$ cat src/common/ptm_map.vh
`ifndef PTM_MAP_VH
`define PTM_MAP_VH
// ----------------------------------------------------------------
// Register indices (byte address is four times the index)
// ----------------------------------------------------------------
`define PTM_IDX_CNT_EVEN_A 10'h106
`define PTM_IDX_HOLD_A 10'h108
`define PTM_IDX_CNT_ODD_A 10'h10A
`define PTM_IDX_PER_EVEN_A 10'h10C
`define PTM_IDX_PER_ODD_A 10'h10E
`define PTM_IDX_CTRL_EVEN_A 10'h110
`define PTM_IDX_CTRL_ODD_A 10'h112
`define PTM_IDX_CNT_EVEN_B 10'h114
`define PTM_IDX_HOLD_B 10'h116
`define PTM_IDX_CNT_ODD_B 10'h118
`define PTM_IDX_PER_EVEN_B 10'h11A
`define PTM_IDX_PER_ODD_B 10'h11C
`define PTM_IDX_CTRL_EVEN_B 10'h11E
`define PTM_IDX_CTRL_ODD_B 10'h120
`define PTM_IDX_INT_STATUS 10'h130
`define PTM_IDX_INT_MASK 10'h132
// ----------------------------------------------------------------
// Control register fields
// ----------------------------------------------------------------
`define PTM_CTL_ON 15
`define PTM_CTL_STOP_IDLE 13
`define PTM_CTL_GATE 6
`define PTM_CTL_PS_HI 5
`define PTM_CTL_PS_LO 4
`define PTM_CTL_JOIN 3
`define PTM_CTL_EXT 1
`define PTM_CTL_WMASK_EVEN 16'hA07A
`define PTM_CTL_WMASK_ODD 16'hA072
// ----------------------------------------------------------------
// Reset values
// ----------------------------------------------------------------
`define PTM_RST_CTL 16'h0000
`define PTM_RST_CNT 16'h0000
`define PTM_RST_PER 16'hFFFF
`define PTM_RST_HOLD 16'h0000
`define PTM_RST_INT 4'h0
// ----------------------------------------------------------------
// Prescaler terminal counts (ratio minus one)
// ----------------------------------------------------------------
`define PTM_PS_LIM_1 8'h00
`define PTM_PS_LIM_8 8'h07
`define PTM_PS_LIM_64 8'h3F
`define PTM_PS_LIM_256 8'hFF
`endif

$ cat src/hw/ptm_sync2.v
`timescale 1ns/1ns
// Two-stage synchroniser for pin levels
module ptm_sync2 #(
  parameter W = 8
) (
  // Clock and reset
  input wire pclk,
  input wire presetn,
  // Levels
  input wire [W-1:0] async_in,
  output reg [W-1:0] sync_out
);
  reg [W-1:0] meta_reg;

  // First stage is read only by the second stage
  always @(posedge pclk or negedge presetn) begin
    if (!presetn) begin
      meta_reg <= {W{1'b0}};
      sync_out <= {W{1'b0}};
    end else begin
      meta_reg <= async_in;
      sync_out <= meta_reg;
    end
  end
endmodule // ptm_sync2

$ cat src/hw/ptm_tick.v
`timescale 1ns/1ns
`include "ptm_map.vh"
// Clock source select, gate qualifier and prescaler of one timer
module ptm_tick (
  // Clock and reset
  input wire pclk,
  input wire presetn,
  // Setup
  input wire run,
  input wire ext_sel,
  input wire gate_en,
  input wire [1:0] ps_sel,
  // Synchronised pin events
  input wire ext_rise,
  input wire gate_lvl,
  // Prescaled counting edge
  output reg tick
);
  reg [7:0] pre_reg;
  reg [7:0] lim;
  reg src;

  // Source and terminal count
  always @* begin
    case (ps_sel)
      2'b00: lim = `PTM_PS_LIM_1;
      2'b01: lim = `PTM_PS_LIM_8;
      2'b10: lim = `PTM_PS_LIM_64;
      default: lim = `PTM_PS_LIM_256;
    endcase
    if (ext_sel) begin
      src = ext_rise; // external events, already synchronised
    end else if (gate_en) begin
      src = gate_lvl; // accumulate only while gate is high
    end else begin
      src = 1'b1;
    end
  end

  // Prescaler; cleared while stopped so a restart begins clean
  always @(posedge pclk or negedge presetn) begin
    if (!presetn) begin
      pre_reg <= 8'h00;
      tick <= 1'b0;
    end else if (!run) begin
      pre_reg <= 8'h00;
      tick <= 1'b0;
    end else if (src) begin
      if (pre_reg >= lim) begin // selectable prescaler
        pre_reg <= 8'h00;
        tick <= 1'b1;
      end else begin
        pre_reg <= pre_reg + 8'h01;
        tick <= 1'b0;
      end
    end else begin
      tick <= 1'b0;
    end
  end
endmodule // ptm_tick

$ cat src/hw/ptm_top.v
// Notes on behaviour
// - Each pair runs as one 32-bit timer or as two 16-bit timers.
// - Split timers support every 16-bit mode but asynchronous counting.
// - A joined pair can count synchronised external events in 32 bits.
// - Gating, a prescaler, and running on in idle and sleep are offered.
// - A joined pair interrupts when its count matches its 32-bit period.
// - Only pair a's two counts are offered as capture/compare time base.
// - Converter trigger comes from a joined pair or the odd timer only.
// - Every 16-bit timer can be a synchronous timer or counter.
// - Joined: even timer is the low word, odd timer the high word.
// - Joined: the odd control register is ignored, even one rules.
// - Joined: the even timer's clock and gate inputs drive the count.
// - Joined: period match raises the odd timer's flag, not the even.
// - All four timers can request a DMA transfer.
// - Each pair has a high-word holding register for 32-bit use.
//
// Implementation choices: the placing of the registers and the APB interface to the registers.
`timescale 1ns/1ns
`include "ptm_map.vh"
module ptm_top #(
  parameter AW = 12
) (
  // APB slave
  input wire pclk,
  input wire presetn,
  input wire [AW-1:0] paddr,
  input wire psel,
  input wire penable,
  input wire pwrite,
  input wire [31:0] pwdata,
  output reg [31:0] prdata,
  output reg pready,
  output reg pslverr,
  // Timer pins: index 0 even a, 1 odd a, 2 even b, 3 odd b
  input wire [3:0] ext_clk_pin,
  input wire [3:0] gate_pin,
  // Power state
  input wire idle_mode,
  // Events out
  output reg irq,
  output reg conv_trig_a,
  output reg conv_trig_b,
  output reg [3:0] dma_req,
  // Time base for capture and compare units
  output wire [15:0] tb_count_even_a,
  output wire [15:0] tb_count_odd_a
);
  // ----------------------------------------------------------------
  // State
  // ----------------------------------------------------------------
  reg [15:0] cnt_reg [0:3];
  reg [15:0] per_reg [0:3];
  reg [15:0] ctl_reg [0:3];
  reg [15:0] hold_reg [0:1];
  reg [3:0] int_status_reg;
  reg [3:0] int_mask_reg;
  reg [3:0] evt_reg;
  reg [3:0] ext_prev_reg;
  wire [7:0] pin_sync;
  wire [3:0] ext_rise;
  wire [3:0] tick;
  reg [3:0] run;
  reg [1:0] pair_join;
  reg [3:0] m16;
  reg [1:0] m32;
  reg [3:0] evt;
  reg [31:0] rd_data;
  reg rd_hit;
  wire [9:0] idx;
  wire acc;
  wire acc_wr;
  wire setup_rd;
  integer i;
  integer p;
  integer ri;
  integer mi;
  integer mp;

  // ----------------------------------------------------------------
  // Index of each timer's registers
  // ----------------------------------------------------------------
  function [9:0] cnt_idx;
    input integer n;
    begin
      case (n)
        0: cnt_idx = `PTM_IDX_CNT_EVEN_A;
        1: cnt_idx = `PTM_IDX_CNT_ODD_A;
        2: cnt_idx = `PTM_IDX_CNT_EVEN_B;
        default: cnt_idx = `PTM_IDX_CNT_ODD_B;
      endcase
    end
  endfunction

  function [9:0] per_idx;
    input integer n;
    begin
      case (n)
        0: per_idx = `PTM_IDX_PER_EVEN_A;
        1: per_idx = `PTM_IDX_PER_ODD_A;
        2: per_idx = `PTM_IDX_PER_EVEN_B;
        default: per_idx = `PTM_IDX_PER_ODD_B;
      endcase
    end
  endfunction

  function [9:0] ctl_idx;
    input integer n;
    begin
      case (n)
        0: ctl_idx = `PTM_IDX_CTRL_EVEN_A;
        1: ctl_idx = `PTM_IDX_CTRL_ODD_A;
        2: ctl_idx = `PTM_IDX_CTRL_EVEN_B;
        default: ctl_idx = `PTM_IDX_CTRL_ODD_B;
      endcase
    end
  endfunction

  function [9:0] hold_idx;
    input integer n;
    begin
      if (n == 0) begin
        hold_idx = `PTM_IDX_HOLD_A;
      end else begin
        hold_idx = `PTM_IDX_HOLD_B;
      end
    end
  endfunction

  // ----------------------------------------------------------------
  // APB decode
  // ----------------------------------------------------------------
  // No wait state: pready rises in the access phase
  assign idx = paddr[11:2];
  assign acc = psel & penable & pready;
  assign acc_wr = acc & pwrite & rd_hit;
  assign setup_rd = psel & ~penable & ~pwrite;

  // ----------------------------------------------------------------
  // Pin synchronisers and edge detect
  // ----------------------------------------------------------------
  ptm_sync2 #(
    .W(8)
  ) u_sync (
    .pclk(pclk),
    .presetn(presetn),
    .async_in({gate_pin, ext_clk_pin}),
    .sync_out(pin_sync)
  );

  // Edge detector looks only at the second synchroniser stage
  always @(posedge pclk or negedge presetn) begin
    if (!presetn) begin
      ext_prev_reg <= 4'h0;
    end else begin
      ext_prev_reg <= pin_sync[3:0];
    end
  end
  assign ext_rise = pin_sync[3:0] & ~ext_prev_reg;

  // ----------------------------------------------------------------
  // Run enables, one prescaler per timer
  // ----------------------------------------------------------------
  // No sleep input: pclk logic keeps counting through sleep
  always @* begin
    pair_join[0] = ctl_reg[0][`PTM_CTL_JOIN];
    pair_join[1] = ctl_reg[2][`PTM_CTL_JOIN];
    for (ri = 0; ri < 4; ri = ri + 1) begin
      run[ri] = ctl_reg[ri][`PTM_CTL_ON] &
        ~(ctl_reg[ri][`PTM_CTL_STOP_IDLE] & idle_mode);
    end
    run[1] = run[1] & ~pair_join[0]; // odd setup ignored
    run[3] = run[3] & ~pair_join[1];
  end

  // Each instance takes its own pins, so a joined pair uses even pins
  genvar g;
  generate
    for (g = 0; g < 4; g = g + 1) begin : g_tick
      ptm_tick u_tick (
        .pclk(pclk),
        .presetn(presetn),
        .run(run[g]),
        .ext_sel(ctl_reg[g][`PTM_CTL_EXT]),
        .gate_en(ctl_reg[g][`PTM_CTL_GATE]),
        .ps_sel(ctl_reg[g][`PTM_CTL_PS_HI:`PTM_CTL_PS_LO]),
        .ext_rise(ext_rise[g]),
        .gate_lvl(pin_sync[4+g]),
        .tick(tick[g])
      );
    end
  endgenerate

  // ----------------------------------------------------------------
  // Period matches and per-timer events
  // ----------------------------------------------------------------
  always @* begin
    for (mi = 0; mi < 4; mi = mi + 1) begin
      m16[mi] = tick[mi] & (cnt_reg[mi] == per_reg[mi]);
    end
    for (mp = 0; mp < 2; mp = mp + 1) begin
      m32[mp] = tick[2*mp] & pair_join[mp] &
        ({cnt_reg[2*mp+1], cnt_reg[2*mp]} ==
         {per_reg[2*mp+1], per_reg[2*mp]});
      evt[2*mp] = m16[2*mp] & ~pair_join[mp];
      evt[2*mp+1] = pair_join[mp] ? m32[mp] : m16[2*mp+1];
    end
  end

  // ----------------------------------------------------------------
  // Counters, periods, controls, holding registers
  // ----------------------------------------------------------------
  // Bus writes win over a counting edge in the same cycle
  always @(posedge pclk or negedge presetn) begin
    if (!presetn) begin
      for (i = 0; i < 4; i = i + 1) begin
        cnt_reg[i] <= `PTM_RST_CNT;
        per_reg[i] <= `PTM_RST_PER;
        ctl_reg[i] <= `PTM_RST_CTL;
      end
      hold_reg[0] <= `PTM_RST_HOLD;
      hold_reg[1] <= `PTM_RST_HOLD;
    end else begin
      for (p = 0; p < 2; p = p + 1) begin
        if (pair_join[p]) begin
          // Low word in the even timer, high in the odd
          if (m32[p]) begin
            cnt_reg[2*p] <= 16'h0000;
            cnt_reg[2*p+1] <= 16'h0000;
          end else if (tick[2*p]) begin
            cnt_reg[2*p] <= cnt_reg[2*p] + 16'h0001;
            if (cnt_reg[2*p] == 16'hFFFF) begin
              cnt_reg[2*p+1] <= cnt_reg[2*p+1] + 16'h0001;
            end
          end
        end else begin
          // Two independent synchronous timers
          for (i = 2*p; i < 2*p+2; i = i + 1) begin
            if (m16[i]) begin
              cnt_reg[i] <= 16'h0000;
            end else if (tick[i]) begin
              cnt_reg[i] <= cnt_reg[i] + 16'h0001;
            end
          end
        end
        // Snapshot on the setup edge, the edge prdata samples the low word
        if (setup_rd && pair_join[p] && idx == cnt_idx(2*p)) begin
          hold_reg[p] <= cnt_reg[2*p+1];
        end
        if (acc_wr && idx == hold_idx(p)) begin
          hold_reg[p] <= pwdata[15:0];
        end
      end
      for (i = 0; i < 4; i = i + 1) begin
        if (acc_wr && idx == cnt_idx(i)) begin
          cnt_reg[i] <= pwdata[15:0];
          // Low-word write in 32-bit use loads high word from hold
          if (i % 2 == 0 && pair_join[i/2]) begin
            cnt_reg[i+1] <= hold_reg[i/2];
          end
        end
        if (acc_wr && idx == per_idx(i)) begin
          per_reg[i] <= pwdata[15:0];
        end
        if (acc_wr && idx == ctl_idx(i)) begin
          ctl_reg[i] <= pwdata[15:0] & ((i % 2 == 0) ?
            `PTM_CTL_WMASK_EVEN : `PTM_CTL_WMASK_ODD);
        end
      end
    end
  end

  // ----------------------------------------------------------------
  // Event outputs
  // ----------------------------------------------------------------
  // Registered one cycle after the match so every output is a flop
  always @(posedge pclk or negedge presetn) begin
    if (!presetn) begin
      evt_reg <= 4'h0;
      dma_req <= 4'h0;
      conv_trig_a <= 1'b0;
      conv_trig_b <= 1'b0;
    end else begin
      evt_reg <= evt;
      dma_req <= evt; // all four timers may start DMA
      conv_trig_a <= evt[1]; // odd flag covers joined and split
      conv_trig_b <= evt[3];
    end
  end

  // Only pair a feeds capture and compare
  assign tb_count_even_a = cnt_reg[0];
  assign tb_count_odd_a = cnt_reg[1];

  // ----------------------------------------------------------------
  // Interrupt status and mask
  // ----------------------------------------------------------------
  // A new event wins over a write-one-to-clear in the same cycle
  always @(posedge pclk or negedge presetn) begin
    if (!presetn) begin
      int_status_reg <= `PTM_RST_INT;
      int_mask_reg <= `PTM_RST_INT;
      irq <= 1'b0;
    end else begin
      if (acc_wr && idx == `PTM_IDX_INT_STATUS) begin
        int_status_reg <= (int_status_reg & ~pwdata[3:0]) | evt_reg;
      end else begin
        int_status_reg <= int_status_reg | evt_reg;
      end
      if (acc_wr && idx == `PTM_IDX_INT_MASK) begin
        int_mask_reg <= pwdata[3:0];
      end
      irq <= |(int_status_reg & int_mask_reg);
    end
  end

  // ----------------------------------------------------------------
  // Read mux
  // ----------------------------------------------------------------
  always @* begin
    rd_data = 32'h0000_0000;
    rd_hit = 1'b1;
    case (idx)
      `PTM_IDX_CNT_EVEN_A: rd_data[15:0] = cnt_reg[0];
      `PTM_IDX_CNT_ODD_A: rd_data[15:0] = cnt_reg[1];
      `PTM_IDX_CNT_EVEN_B: rd_data[15:0] = cnt_reg[2];
      `PTM_IDX_CNT_ODD_B: rd_data[15:0] = cnt_reg[3];
      `PTM_IDX_PER_EVEN_A: rd_data[15:0] = per_reg[0];
      `PTM_IDX_PER_ODD_A: rd_data[15:0] = per_reg[1];
      `PTM_IDX_PER_EVEN_B: rd_data[15:0] = per_reg[2];
      `PTM_IDX_PER_ODD_B: rd_data[15:0] = per_reg[3];
      `PTM_IDX_CTRL_EVEN_A: rd_data[15:0] = ctl_reg[0];
      `PTM_IDX_CTRL_ODD_A: rd_data[15:0] = ctl_reg[1];
      `PTM_IDX_CTRL_EVEN_B: rd_data[15:0] = ctl_reg[2];
      `PTM_IDX_CTRL_ODD_B: rd_data[15:0] = ctl_reg[3];
      `PTM_IDX_HOLD_A: rd_data[15:0] = hold_reg[0];
      `PTM_IDX_HOLD_B: rd_data[15:0] = hold_reg[1];
      `PTM_IDX_INT_STATUS: rd_data[3:0] = int_status_reg;
      `PTM_IDX_INT_MASK: rd_data[3:0] = int_mask_reg;
      default: rd_hit = 1'b0;
    endcase
  end

  // ----------------------------------------------------------------
  // APB response
  // ----------------------------------------------------------------
  // Data captured in setup; a counter may move by the access edge
  always @(posedge pclk or negedge presetn) begin
    if (!presetn) begin
      pready <= 1'b0;
      pslverr <= 1'b0;
      prdata <= 32'h0000_0000;
    end else if (psel && !penable) begin
      pready <= 1'b1;
      pslverr <= ~rd_hit;
      prdata <= pwrite ? 32'h0000_0000 : rd_data;
    end else begin
      pready <= 1'b0;
      pslverr <= 1'b0;
    end
  end
endmodule // ptm_top

$ cat config.mk
export PLATFORM = sky130hd
export DESIGN_NAME = ptm_top
export DESIGN_NICKNAME = d
export VERILOG_FILES = /design/src/hw/ptm_sync2.v /design/src/hw/ptm_tick.v /design/src/hw/ptm_top.v
export VERILOG_INCLUDE_DIRS = /design/src /design/src/common
export SDC_FILE = /design/constraint.sdc
export NUM_CORES = 1
export LEC_CHECK = 0
export ABC_AREA = 1
export BUFFER_PORTS_ARGS = -buffer_cell sky130_fd_sc_hd__buf_2
export CORE_ASPECT_RATIO = 1.1
export CORE_MARGIN = 3
export CORE_UTILIZATION = 40
export CTS_BUF_LIST = sky130_fd_sc_hd__clkbuf_2
export CTS_CLUSTER_DIAMETER = 120
export CTS_CLUSTER_SIZE = 10
export DETAILED_ROUTE_END_ITERATION = 8
export PLACE_DENSITY = 0.57
export SYNTH_ARGS = -nofsm -noshare
export SYNTH_HDL_FRONTEND = slang
export SYNTH_SLANG_ARGS = --single-unit
$ cat constraint.sdc
create_clock -name pclk -period 4.6 [get_ports pclk]
set_clock_uncertainty 0.1 [all_clocks]
set_input_delay 0.92 -clock pclk [delete_from_list [all_inputs] [get_ports pclk]]
set_output_delay 0.92 -clock pclk [all_outputs]
set_load 0.02 [all_outputs]
# After elaboration in Yosys (flattened, before gate mapping)
# Index checks and enable logic that the tools add are counted.
dict set report totals {
  register_bits 291
  input_bits 58
  output_inout_bits 73
  word_cells 231
}
dict set report classes {
  n_addsub 8
  order_cmp 4
  eq_ne 38
  mux 71
  n_bitwise 42
  n_reduce_logical 34
}
# op count
set ops {}
lappend ops {{16-bit 2-to-1 mux} 19}
lappend ops {{32-bit 2-to-1 mux} 8}
lappend ops {{12-bit one-hot mux with 14 select lines} 1}
lappend ops {{10-bit by 9-bit == test with 1-bit output, second input constant} 16}
lappend ops {{8-bit 2-to-1 mux} 12}
lappend ops {{8-bit one-hot mux with 3 select lines} 4}
lappend ops {{16-bit by 1-bit adder with 16-bit output, second input constant} 4}
lappend ops {{16-bit == test} 4}
lappend ops {{32-bit == test} 2}
lappend ops {{4-bit one-hot mux with 16 select lines} 1}
lappend ops {{8-bit by 1-bit adder with 8-bit output, second input constant} 4}
lappend ops {{16-bit == test, second input constant} 2}
lappend ops {{8-bit >= comparator} 4}
lappend ops {{1-bit bitwise AND} 26}
lappend ops {{1-bit 2-to-1 mux} 25}
lappend ops {{1-bit logical AND} 21}
lappend ops {{16-bit OR reduction} 1}
lappend ops {{4-bit bitwise AND} 3}
lappend ops {{1-bit NOT} 9}
lappend ops {{2-bit by 1-bit == test with 1-bit output, second input constant} 4}
lappend ops {{2-bit == test, second input constant} 4}
lappend ops {{2-bit logical NOT} 4}
lappend ops {{2-bit inequality test, second input constant} 4}
lappend ops {{4-bit by 1-bit inequality test with 1-bit output, second input constant} 2}
lappend ops {{8 further kinds} 13}

# Longest topological paths before layout
# Gate-level depths: netlist (run 1).
dict set report depth {
  ltp_word 8
  mapped_depth 16
  ltp_nobuf 15
}

# By module
# A second synthesis (run 1) with hierarchy kept.
dict set report hier_totals {
  hier_cells 2797
  hier_area_um2 18723.0
}
# mod instances cells_per_inst area_each_um2 seq_area_each_um2
set modules_own_cells {}
lappend modules_own_cells {ptm_top 1 2409 15690.0 5610.4}
lappend modules_own_cells {ptm_tick 4 93 658.1 225.2}
lappend modules_own_cells {ptm_sync2 1 16 400.4 400.4}

# Least setup slack after synthesis (run 1)
# OpenSTA, ideal clock, no wires.
dict set report synth_timing {
  path_type {input to register}
  start {in paddr[10]}
  end {reg cnt_reg[22] in the netlist's numbering}
  setup_ps 125
  arrival_time_ps 2426
  t_required_ps 4375
  setup_slack_ps 1949
  stages 16
  path_buffers 3
  path_cell_list {inv_1 nor2_4 buf_6 nand3_1 nor2_1 nor2_1 nand2_1 nor2_1 nand2_2 buf_6 nand3_1 nand2_1 inv_2 buf_6 nand2_1 nand3_1}
}
dict set report synth_between {
  elab_chain_cells 7
  word_cells_on_any_way 24
  classes_between {eq/ne (17); mux (2); bitwise (1); reduce/logical (4)}
}
# item line_no
set synth_lines {}
lappend synth_lines {{start, declared} ptm_top.v:26} ;# input wire [AW-1:0] paddr,
lappend synth_lines {{10-bit by 9-bit == test with 1-bit output (on tied branches)} {ptm_top.v:322, ptm_top.v:254}}
lappend synth_lines {{16-bit OR reduction (no source line)} --}
lappend synth_lines {{1-bit 2-to-1 mux} ptm_top.v:322} ;# case (idx)
lappend synth_lines {{1-bit bitwise AND} ptm_top.v:135} ;# assign acc_wr = acc & pwrite & rd_hit;
lappend synth_lines {{1-bit logical AND (*)} ptm_top.v:254} ;# if (acc_wr && idx == cnt_idx(i)) begin
lappend synth_lines {{4-bit by 1-bit inequality test with 1-bit output (no source line) or 4-bit nonzero test (tied branches)} --}
lappend synth_lines {{2-bit AND reduction (no source line)} --}
lappend synth_lines {{end signal, assigned by index} ptm_top.v:241} ;# cnt_reg[i] <= cnt_reg[i] + 16'h0001;
lappend synth_lines {{end signal, assigned by index} ptm_top.v:255} ;# cnt_reg[i] <= pwdata[15:0];
lappend synth_lines {{end signal, assigned by index} ptm_top.v:258} ;# cnt_reg[i+1] <= hold_reg[i/2];
lappend synth_lines {{end, declared} ptm_top.v:51} ;# reg [15:0] cnt_reg [0:3];
# Mark *: on every way between the ends. The rest lies on a longest branch, timed or not.
# A chain may end at the register's enable or synchronous reset.

# Worst setup path in the final report (run 1)
dict set report layout_timing {
  start {reg cnt_reg, in the netlist tb_count_odd_a[6]}
  end {out tb_count_odd_a[6]}
}
# item line_no
set layout_rtl {}
lappend layout_rtl {{start signal, assigned by index} ptm_top.v:216} ;# cnt_reg[i] <= `PTM_RST_CNT;
lappend layout_rtl {{start signal, assigned by index} ptm_top.v:230} ;# cnt_reg[2*p] <= cnt_reg[2*p] + 16'h0001;
lappend layout_rtl {{start signal, assigned by index} ptm_top.v:232} ;# cnt_reg[2*p+1] <= cnt_reg[2*p+1] + 16'h0001;
lappend layout_rtl {{end, declared} ptm_top.v:46} ;# output wire [15:0] tb_count_odd_a
# No word-level cell between the ends.

==> results.sh, run 1 <==
export IMPL_status="finished clean"
export IMPL_overflow=0
export IMPL_core_area_um2=46700
export IMPL_path_class="flop to output port"
export IMPL_cpPeakStageDelay_ps=820
export IMPL_path_max_fanout=11
export IMPL_crit_family="flip-flops"
export IMPL_worst_slew_pin_slew_ps=1200
export IMPL_grt_use_met3_pct=4.21
export IMPL_p_per_area_nw_per_um2=194
export IMPL_grt_busiest_layer="met2"
export IMPL_use_met2_pct=46.5
export IMPL_clk_latency_ps=1140
export IMPL_die_w_um=213
export IMPL_netlist_area_um2=18900
export IMPL_critPathBufInv=1
export IMPL_fp_row_count=83
export IMPL_die_y_um=234
export IMPL_port_buffers=96
export IMPL_power_uw=3890
export IMPL_synthCells=2801
export IMPL_cts_buffers=31
export IMPL_drtIter0Drc=1984
export IMPL_drt_pre_antenna_iters=6
export IMPL_ys_types=46
export IMPL_relSlewSlack_pct=19.4
export IMPL_ios=131
export IMPL_rsz0062_at_grt="false"
export IMPL_synth_top_cell_area_share_pct=27.6
export IMPL_final_antenna_net_count=0
export IMPL_antenna_found_initial=4
export IMPL_ir_worst_vdd_mv=0.152
export IMPL_drive_above_1_share_pct=10.5
export IMPL_synth_main_ff_cell="dfrtp_1"
export IMPL_htree_levels=1
export IMPL_avgSynthCellArea_um2=6.76
export IMPL_slowest_stage="dfrtp_1"
export IMPL_ys_top_cells_by_area="dfrtp_1 28%, nand2_1 15%, dfstp_2 8.9%"
export IMPL_holdWs_ps=116
export IMPL_largest_reg_flops=64
export IMPL_vias_per_cell=5.59
export IMPL_setup_violations=0
export IMPL_ctsRootBufferMaster="clkbuf_2"
export IMPL_met1_usage_pct=40.2
export IMPL_power_leakage_uw=0.0101
export IMPL_die_area_um2=50000
export IMPL_start_util_pct=40.5
export IMPL_worstHoldPathType="input port to flop"
export IMPL_cts_sinks=273
export IMPL_ys_ff_latch=273
export IMPL_num_vias=19300
export IMPL_fmax_mhz=306
export IMPL_cts_hold_buf=14
export IMPL_tns_ps=0
export IMPL_synthArstFlopShare_pct=100
export IMPL_post_cts_buffers=0
export IMPL_ctsResizeCount=0
export IMPL_cp_required_ps=3580
export IMPL_clkTransAtPathRegs_ps=270
export IMPL_grt_pass1_vias=17800
export IMPL_ys_seq_area_share_pct=36.5
export IMPL_slew_violations=0
export IMPL_yosysTopAreaCell="dfrtp_1"
export IMPL_fin_crit_sh_pct=71.0
export IMPL_grt_max_degree=96
export IMPL_hold_violations=0
export IMPL_start_kind="flop"
export IMPL_cp_arrival_ps=2240
export IMPL_design_area_um2=20000
export IMPL_remaining_drc_errors=0
export IMPL_grt_use_total_pct=29.9
export IMPL_ys_warn_count=0
export IMPL_area_growth_pct=5.73
export IMPL_cts_tree="built"
export IMPL_fillers=4981
export IMPL_synth_edf_count=0
export IMPL_finalWirelength_um=76000
export IMPL_grt_pass1_wl_um=112000
export IMPL_critical_path_cell_chain="buf_2"
export IMPL_dp_hpwl_um=55600
export IMPL_drv_cap=0
export IMPL_wl_per_cell_um=22.0
export IMPL_placed_area_um2=19600
export IMPL_cts_buffer_depth=3
export IMPL_nets=2933
export IMPL_globalplace_congestion=0.968
export IMPL_fin_crit_ps=3260
export IMPL_critical_path_endpoint_type="output port"
power breakdown:
group | leakage, uW | internal (uW) | switching [uW]
Sequential | 0.00332 | 2420 | 4.61
Combinational | 0.00652 | 36.8 | 182
Clock | 0.000237 | 310 | 943
cell usage in the layout (no fill, tap or decap), types with 3 or more instances in the layout:
master,synthesis,final
a21oi_1,110,110
clkinv_1,8,8
diode_2,0,5
nand3_2,4,4
o221ai_1,4,4
dlygate4sd3_1,0,14
o211ai_1,4,4
dfstp_2,64,64
ha_1,40,40
conb_1,1,16
nand4_1,67,67
buf_4,53,21
nand2_1,779,779
nor3_2,4,4
o21ai_1,87,87
nor2_4,7,7
clkbuf_2,0,55
nor2_2,12,13
buf_2,38,95
nor3_1,34,34
o31ai_1,5,5
xnor2_1,19,19
xor2_1,56,56
nand3b_1,11,11
o2111ai_1,4,4
and2_1,3,3
nand2_4,3,3
nand3_1,287,287
inv_2,16,17
o22ai_1,56,56
o21ai_0,123,123
inv_1,347,347
o21a_1,4,4
o32ai_1,5,5
dfrtp_1,209,209
nand2_2,12,12
nor2_1,256,255
a211oi_1,3,3
cell type report:
class / count / area [um2] / share of cell area (%)
Sequential cell: 273 / 6910 / 34.5
Tap cell: 595 / 744 / 3.72
Inverter: 371 / 1390 / 6.95
Timing Repair Buffer: 133 / 828 / 4.14
Clock buffer: 55 / 275 / 1.37
Multi-Input combinational cell: 2025 / 9850 / 49.2
Antenna cell: 5 / 12.5 / 0.0625
Clock inverter: 2 / 12.5 / 0.0625
logic make-up after synthesis:
kind of cell	Yosys count	synth area share, %
adder cells (fa/ha/maj)	40	2.64
XOR/XNOR	75	3.47
AND/OR/NAND/NOR	1483	33.7
flip-flops	273	36.5
AO/OA/AOI/OAI	411	11.8
buffers and inverters	518	11.8
other	1	0.0198
layer usage:
metal | share of wire (%) | up-vias
met3 | 7.7 | 224
li1 | - | 9082
met2 | 44 | 852
met4 | 6.2 | 2
met1 | 42 | 9175
met5 | 0.021 | -
through the flow:
step / utilization (%) / worst slack (ps) / std cells
after global placement: 41.9 / 985 / 3383
after global routing: 42.8 / 1290 / 3455
after floorplan: - / 1950 / 2816
final: 42.8 / 1340 / 3459
after CTS: 42.8 / 1250 / 3454
after detailed placement: 41.9 / 911 / 3383
worst register-to-register path: cells and delay by family, from the launching register on:
kind            cells  cell delay (ps)
simple gates        9             1520
flops               1              730
buf+inv             3              620
compound gates      1               50
cells in the mapped netlist (2+ instances only):
master	n
nor2_2	12
o211ai_1	4
buf_4	53
o21a_1	4
dfrtp_1	209
nand3b_1	11
buf_2	38
o2111ai_1	4
dfstp_2	64
buf_6	5
clkbuf_1	47
clkinv_1	8
xnor2_1	19
a22o_1	2
o31ai_1	5
nand3_1	287
and3_1	2
nand2_1	779
o22ai_1	56
inv_1	347
nand2_2	12
buf_1	3
nor2_1	256
o32ai_1	5
ha_1	40
nor2_4	7
o221ai_1	4
nand4_1	67
nor3_2	4
o21ai_1	87
inv_2	16
o21ai_0	123
xor2_1	56
nor3_1	34
nand3_2	4
a21oi_1	110
nand2_4	3
a221oi_1	2
a211oi_1	3
and2_1	3
final timing paths:
check	from	end	slack (ps)	cells after the start
min in group asynchronous	presetn	cnt_reg[3]	260	2
worst min-delay path	pwdata[10]	tb_count_odd_a[10]	120	3
worst min register to register	u_sync.meta_reg[7]	u_sync.sync_out[7]	270	0
worst max-delay path	tb_count_odd_a[6]	tb_count_odd_a[6]	1340	1
max in group asynchronous	presetn	per_reg[17]	2980	3
worst max register to register	cnt_reg[3]	cnt_reg[11]	1500	13
(Power assumes the default switching activity.)
==> run 2, diff against run 1 <==
==> constraint.sdc (replaced) <==
create_clock -name pclk -period 3.3 [get_ports pclk]
set_clock_uncertainty 0.1 [all_clocks]
set_input_delay 0.66 -clock pclk [delete_from_list [all_inputs] [get_ports pclk]]
set_output_delay 0.66 -clock pclk [all_outputs]
set_load 0.02 [all_outputs]
==> run 2 against run 1 <==
  * Via count is 1.3% higher
  * Non-clock buffer count is 73 higher
  * Cell area is 3.2% higher
  * Die area stayed put
  * Sequential power is 40% higher
  * Worst hold slack worse by 20 ps
  * Critical endpoint is now tb_count_odd_a[1]
==> results.sh, run 2 (synthesized netlist as in run 1, its figures left out) <==
export IMPL_status="finished clean"
export IMPL_final_common_cell="nand2_1"
export IMPL_path_class="flop to output port"
export IMPL_grt_max_degree=77
export IMPL_drive_above_1_share_pct=12.1
export IMPL_wl_met1_um=32300
export IMPL_sw_frac_of_total_pct=29.0
export IMPL_start_kind="flop"
export IMPL_place_inst=3436
export IMPL_grt_pass1_wl_um=115000
export IMPL_core_area_um2=46700
export IMPL_slowest_stage="dfrtp_1"
export IMPL_die_y_um=234
export IMPL_reg2reg_to="tb_count_even_a[5]"
export IMPL_met3_length_um=6750
export IMPL_relSlewSlack_pct=51.4
export IMPL_num_vias=19600
export IMPL_critical_path_cell_chain="buf_2"
export IMPL_cp_arrival_ps=2130
export IMPL_finalWirelength_um=77800
export IMPL_rsz0062_at_grt="false"
export IMPL_cp_required_ps=2540
export IMPL_clkTransAtPathRegs_ps=260
export IMPL_ctsResizeCount=0
export IMPL_slew_violations=0
export IMPL_worstHoldPathType="input port to flop"
export IMPL_nets=3006
export IMPL_whs_path_depth=5
export IMPL_design_area_um2=20700
export IMPL_htree_levels=1
export IMPL_vias_per_cell=5.55
export IMPL_power_leakage_uw=0.0104
export IMPL_drt_pre_antenna_iters=6
export IMPL_critPathBufInv=1
export IMPL_ir_worst_vdd_mv=0.228
export IMPL_final_antenna_net_count=0
export IMPL_fin_util_pct=44.2
export IMPL_critical_path_endpoint_type="output port"
export IMPL_fin_crit_sh_pct=87.6
export IMPL_cts_buffer_depth=3
export IMPL_worst_slew_pin_slew_ps=723
export IMPL_tns_ps=0
export IMPL_net_switching_power_uw=1580
export IMPL_antenna_found_initial=4
export IMPL_largest_reg_flops=64
export IMPL_fin_crit_ps=2890
export IMPL_clkPwrFrac_pct=32.0
export IMPL_p_int_uw=3880
export IMPL_die_area_um2=50000
export IMPL_placed_area_um2=20000
export IMPL_rr_worst_depth=13
export IMPL_wl_met2_um=34300
export IMPL_crit_path_end="tb_count_odd_a[1]"
export IMPL_setup_violations=0
export IMPL_cp_num_cells=1
export IMPL_remaining_drc_errors=0
export IMPL_cts_buffers=31
export IMPL_fp_row_count=83
export IMPL_wl_per_cell_um=22.0
export IMPL_cts_tree="built"
export IMPL_final_cell_count_no_fill=3529
export IMPL_fmax_mhz=346
export IMPL_comb_power_share_pct=6.1
export IMPL_globalplace_congestion=0.975
export IMPL_post_cts_buffers=0
export IMPL_rrSetupSlack_ps=520
export IMPL_die_w_um=213
export IMPL_ios=131
export IMPL_ctsRootBufferMaster="clkbuf_2"
export IMPL_top_layer="met5"
export IMPL_hold_violations=0
export IMPL_seqPwrFrac_pct=61.9
export IMPL_grt_use_total_pct=30.6
export IMPL_drv_cap=0
export IMPL_dp_hpwl_um=57900
export IMPL_crit_family="flip-flops"
export IMPL_drtIter0Drc=2141
export IMPL_final_cell_mix="779 x nand2_1, 347 x inv_1, 287 x nand3_1, 255 x nor2_1, 209 x dfrtp_1"
export IMPL_start_util_pct=40.5
export IMPL_path_max_fanout=8
export IMPL_cpPeakStageDelay_ps=750
export IMPL_timing_rr_start="tb_count_odd_a[1]"
export IMPL_grt_pass1_vias=18300
export IMPL_p_per_area_nw_per_um2=264
export IMPL_hold_path_startpoint="paddr[7]"
export IMPL_overflow=0
export IMPL_port_buffers=96
export IMPL_cts_sinks=273
export IMPL_area_growth_pct=9.10
export IMPL_clk_latency_ps=1130
export IMPL_critPathLaunch="tb_count_odd_a[1]"
run 2: changes by cell type in the layout (fill, tap and decap cells not counted), sizes merged:
cell,before,now
buf,119,173
diode,5,2
dlygate4sd3,14,33
run 2: area by class of cell:
cell class	count	area, um2
clock inverter	2	12.5
fill	4913	26100
inverter	371	1390
tap	595	744
antenna	2	5.00
multi-input combinational	2025	9850
timing repair buffer	206	1470
sequential	273	6910
clock buffer	55	275
run 2: layer usage:
layer,up-vias,GRT usage [%]
li1,9215,-
met1,9214,41.4
met2,933,47.5
met3,230,5.12
met4,2,14.9
met5,-,0
run 2: metrics by stage:
stage	setup slack, ps	total power, uW	hold WS (ps)
after global placement	290	3720	233
after global routing	353	5650	69.9
after detailed placement	213	3730	235
after floorplan	909	3520	231
after CTS	358	5500	1.45
final	409	5460	96.3
run 2: power groups by stage:
stage               clock network, uW  registers (uW)  logic [uW]
detailed placement                  0            3430         298
global route                     1920            3380         357
finish                           1750            3380         335
CTS                              1800            3380         333
floorplan                           0            3430        93.7
global placement                    0            3430         295
run 2: worst min path at each step:
| stage | endpoint | slack (ps) |
|---|---|---|
| 3_5_place_dp | u_sync.sync_out[1] | 230 |
| 6_report | int_mask_reg[0] | 100 |
| 2_1_floorplan | u_sync.sync_out[0] | 230 |
| 5_1_grt | u_sync.meta_reg[6] | 70 |
| 4_1_cts | int_mask_reg[0] | 1 |
| 3_3_place_gp | u_sync.sync_out[1] | 230 |
run 2: repair_timing:
action	4_1_cts	5_1_grt
endpoints found under the hold margin	381	0
setup endpoints to repair	0	0
hold buffers	34	0
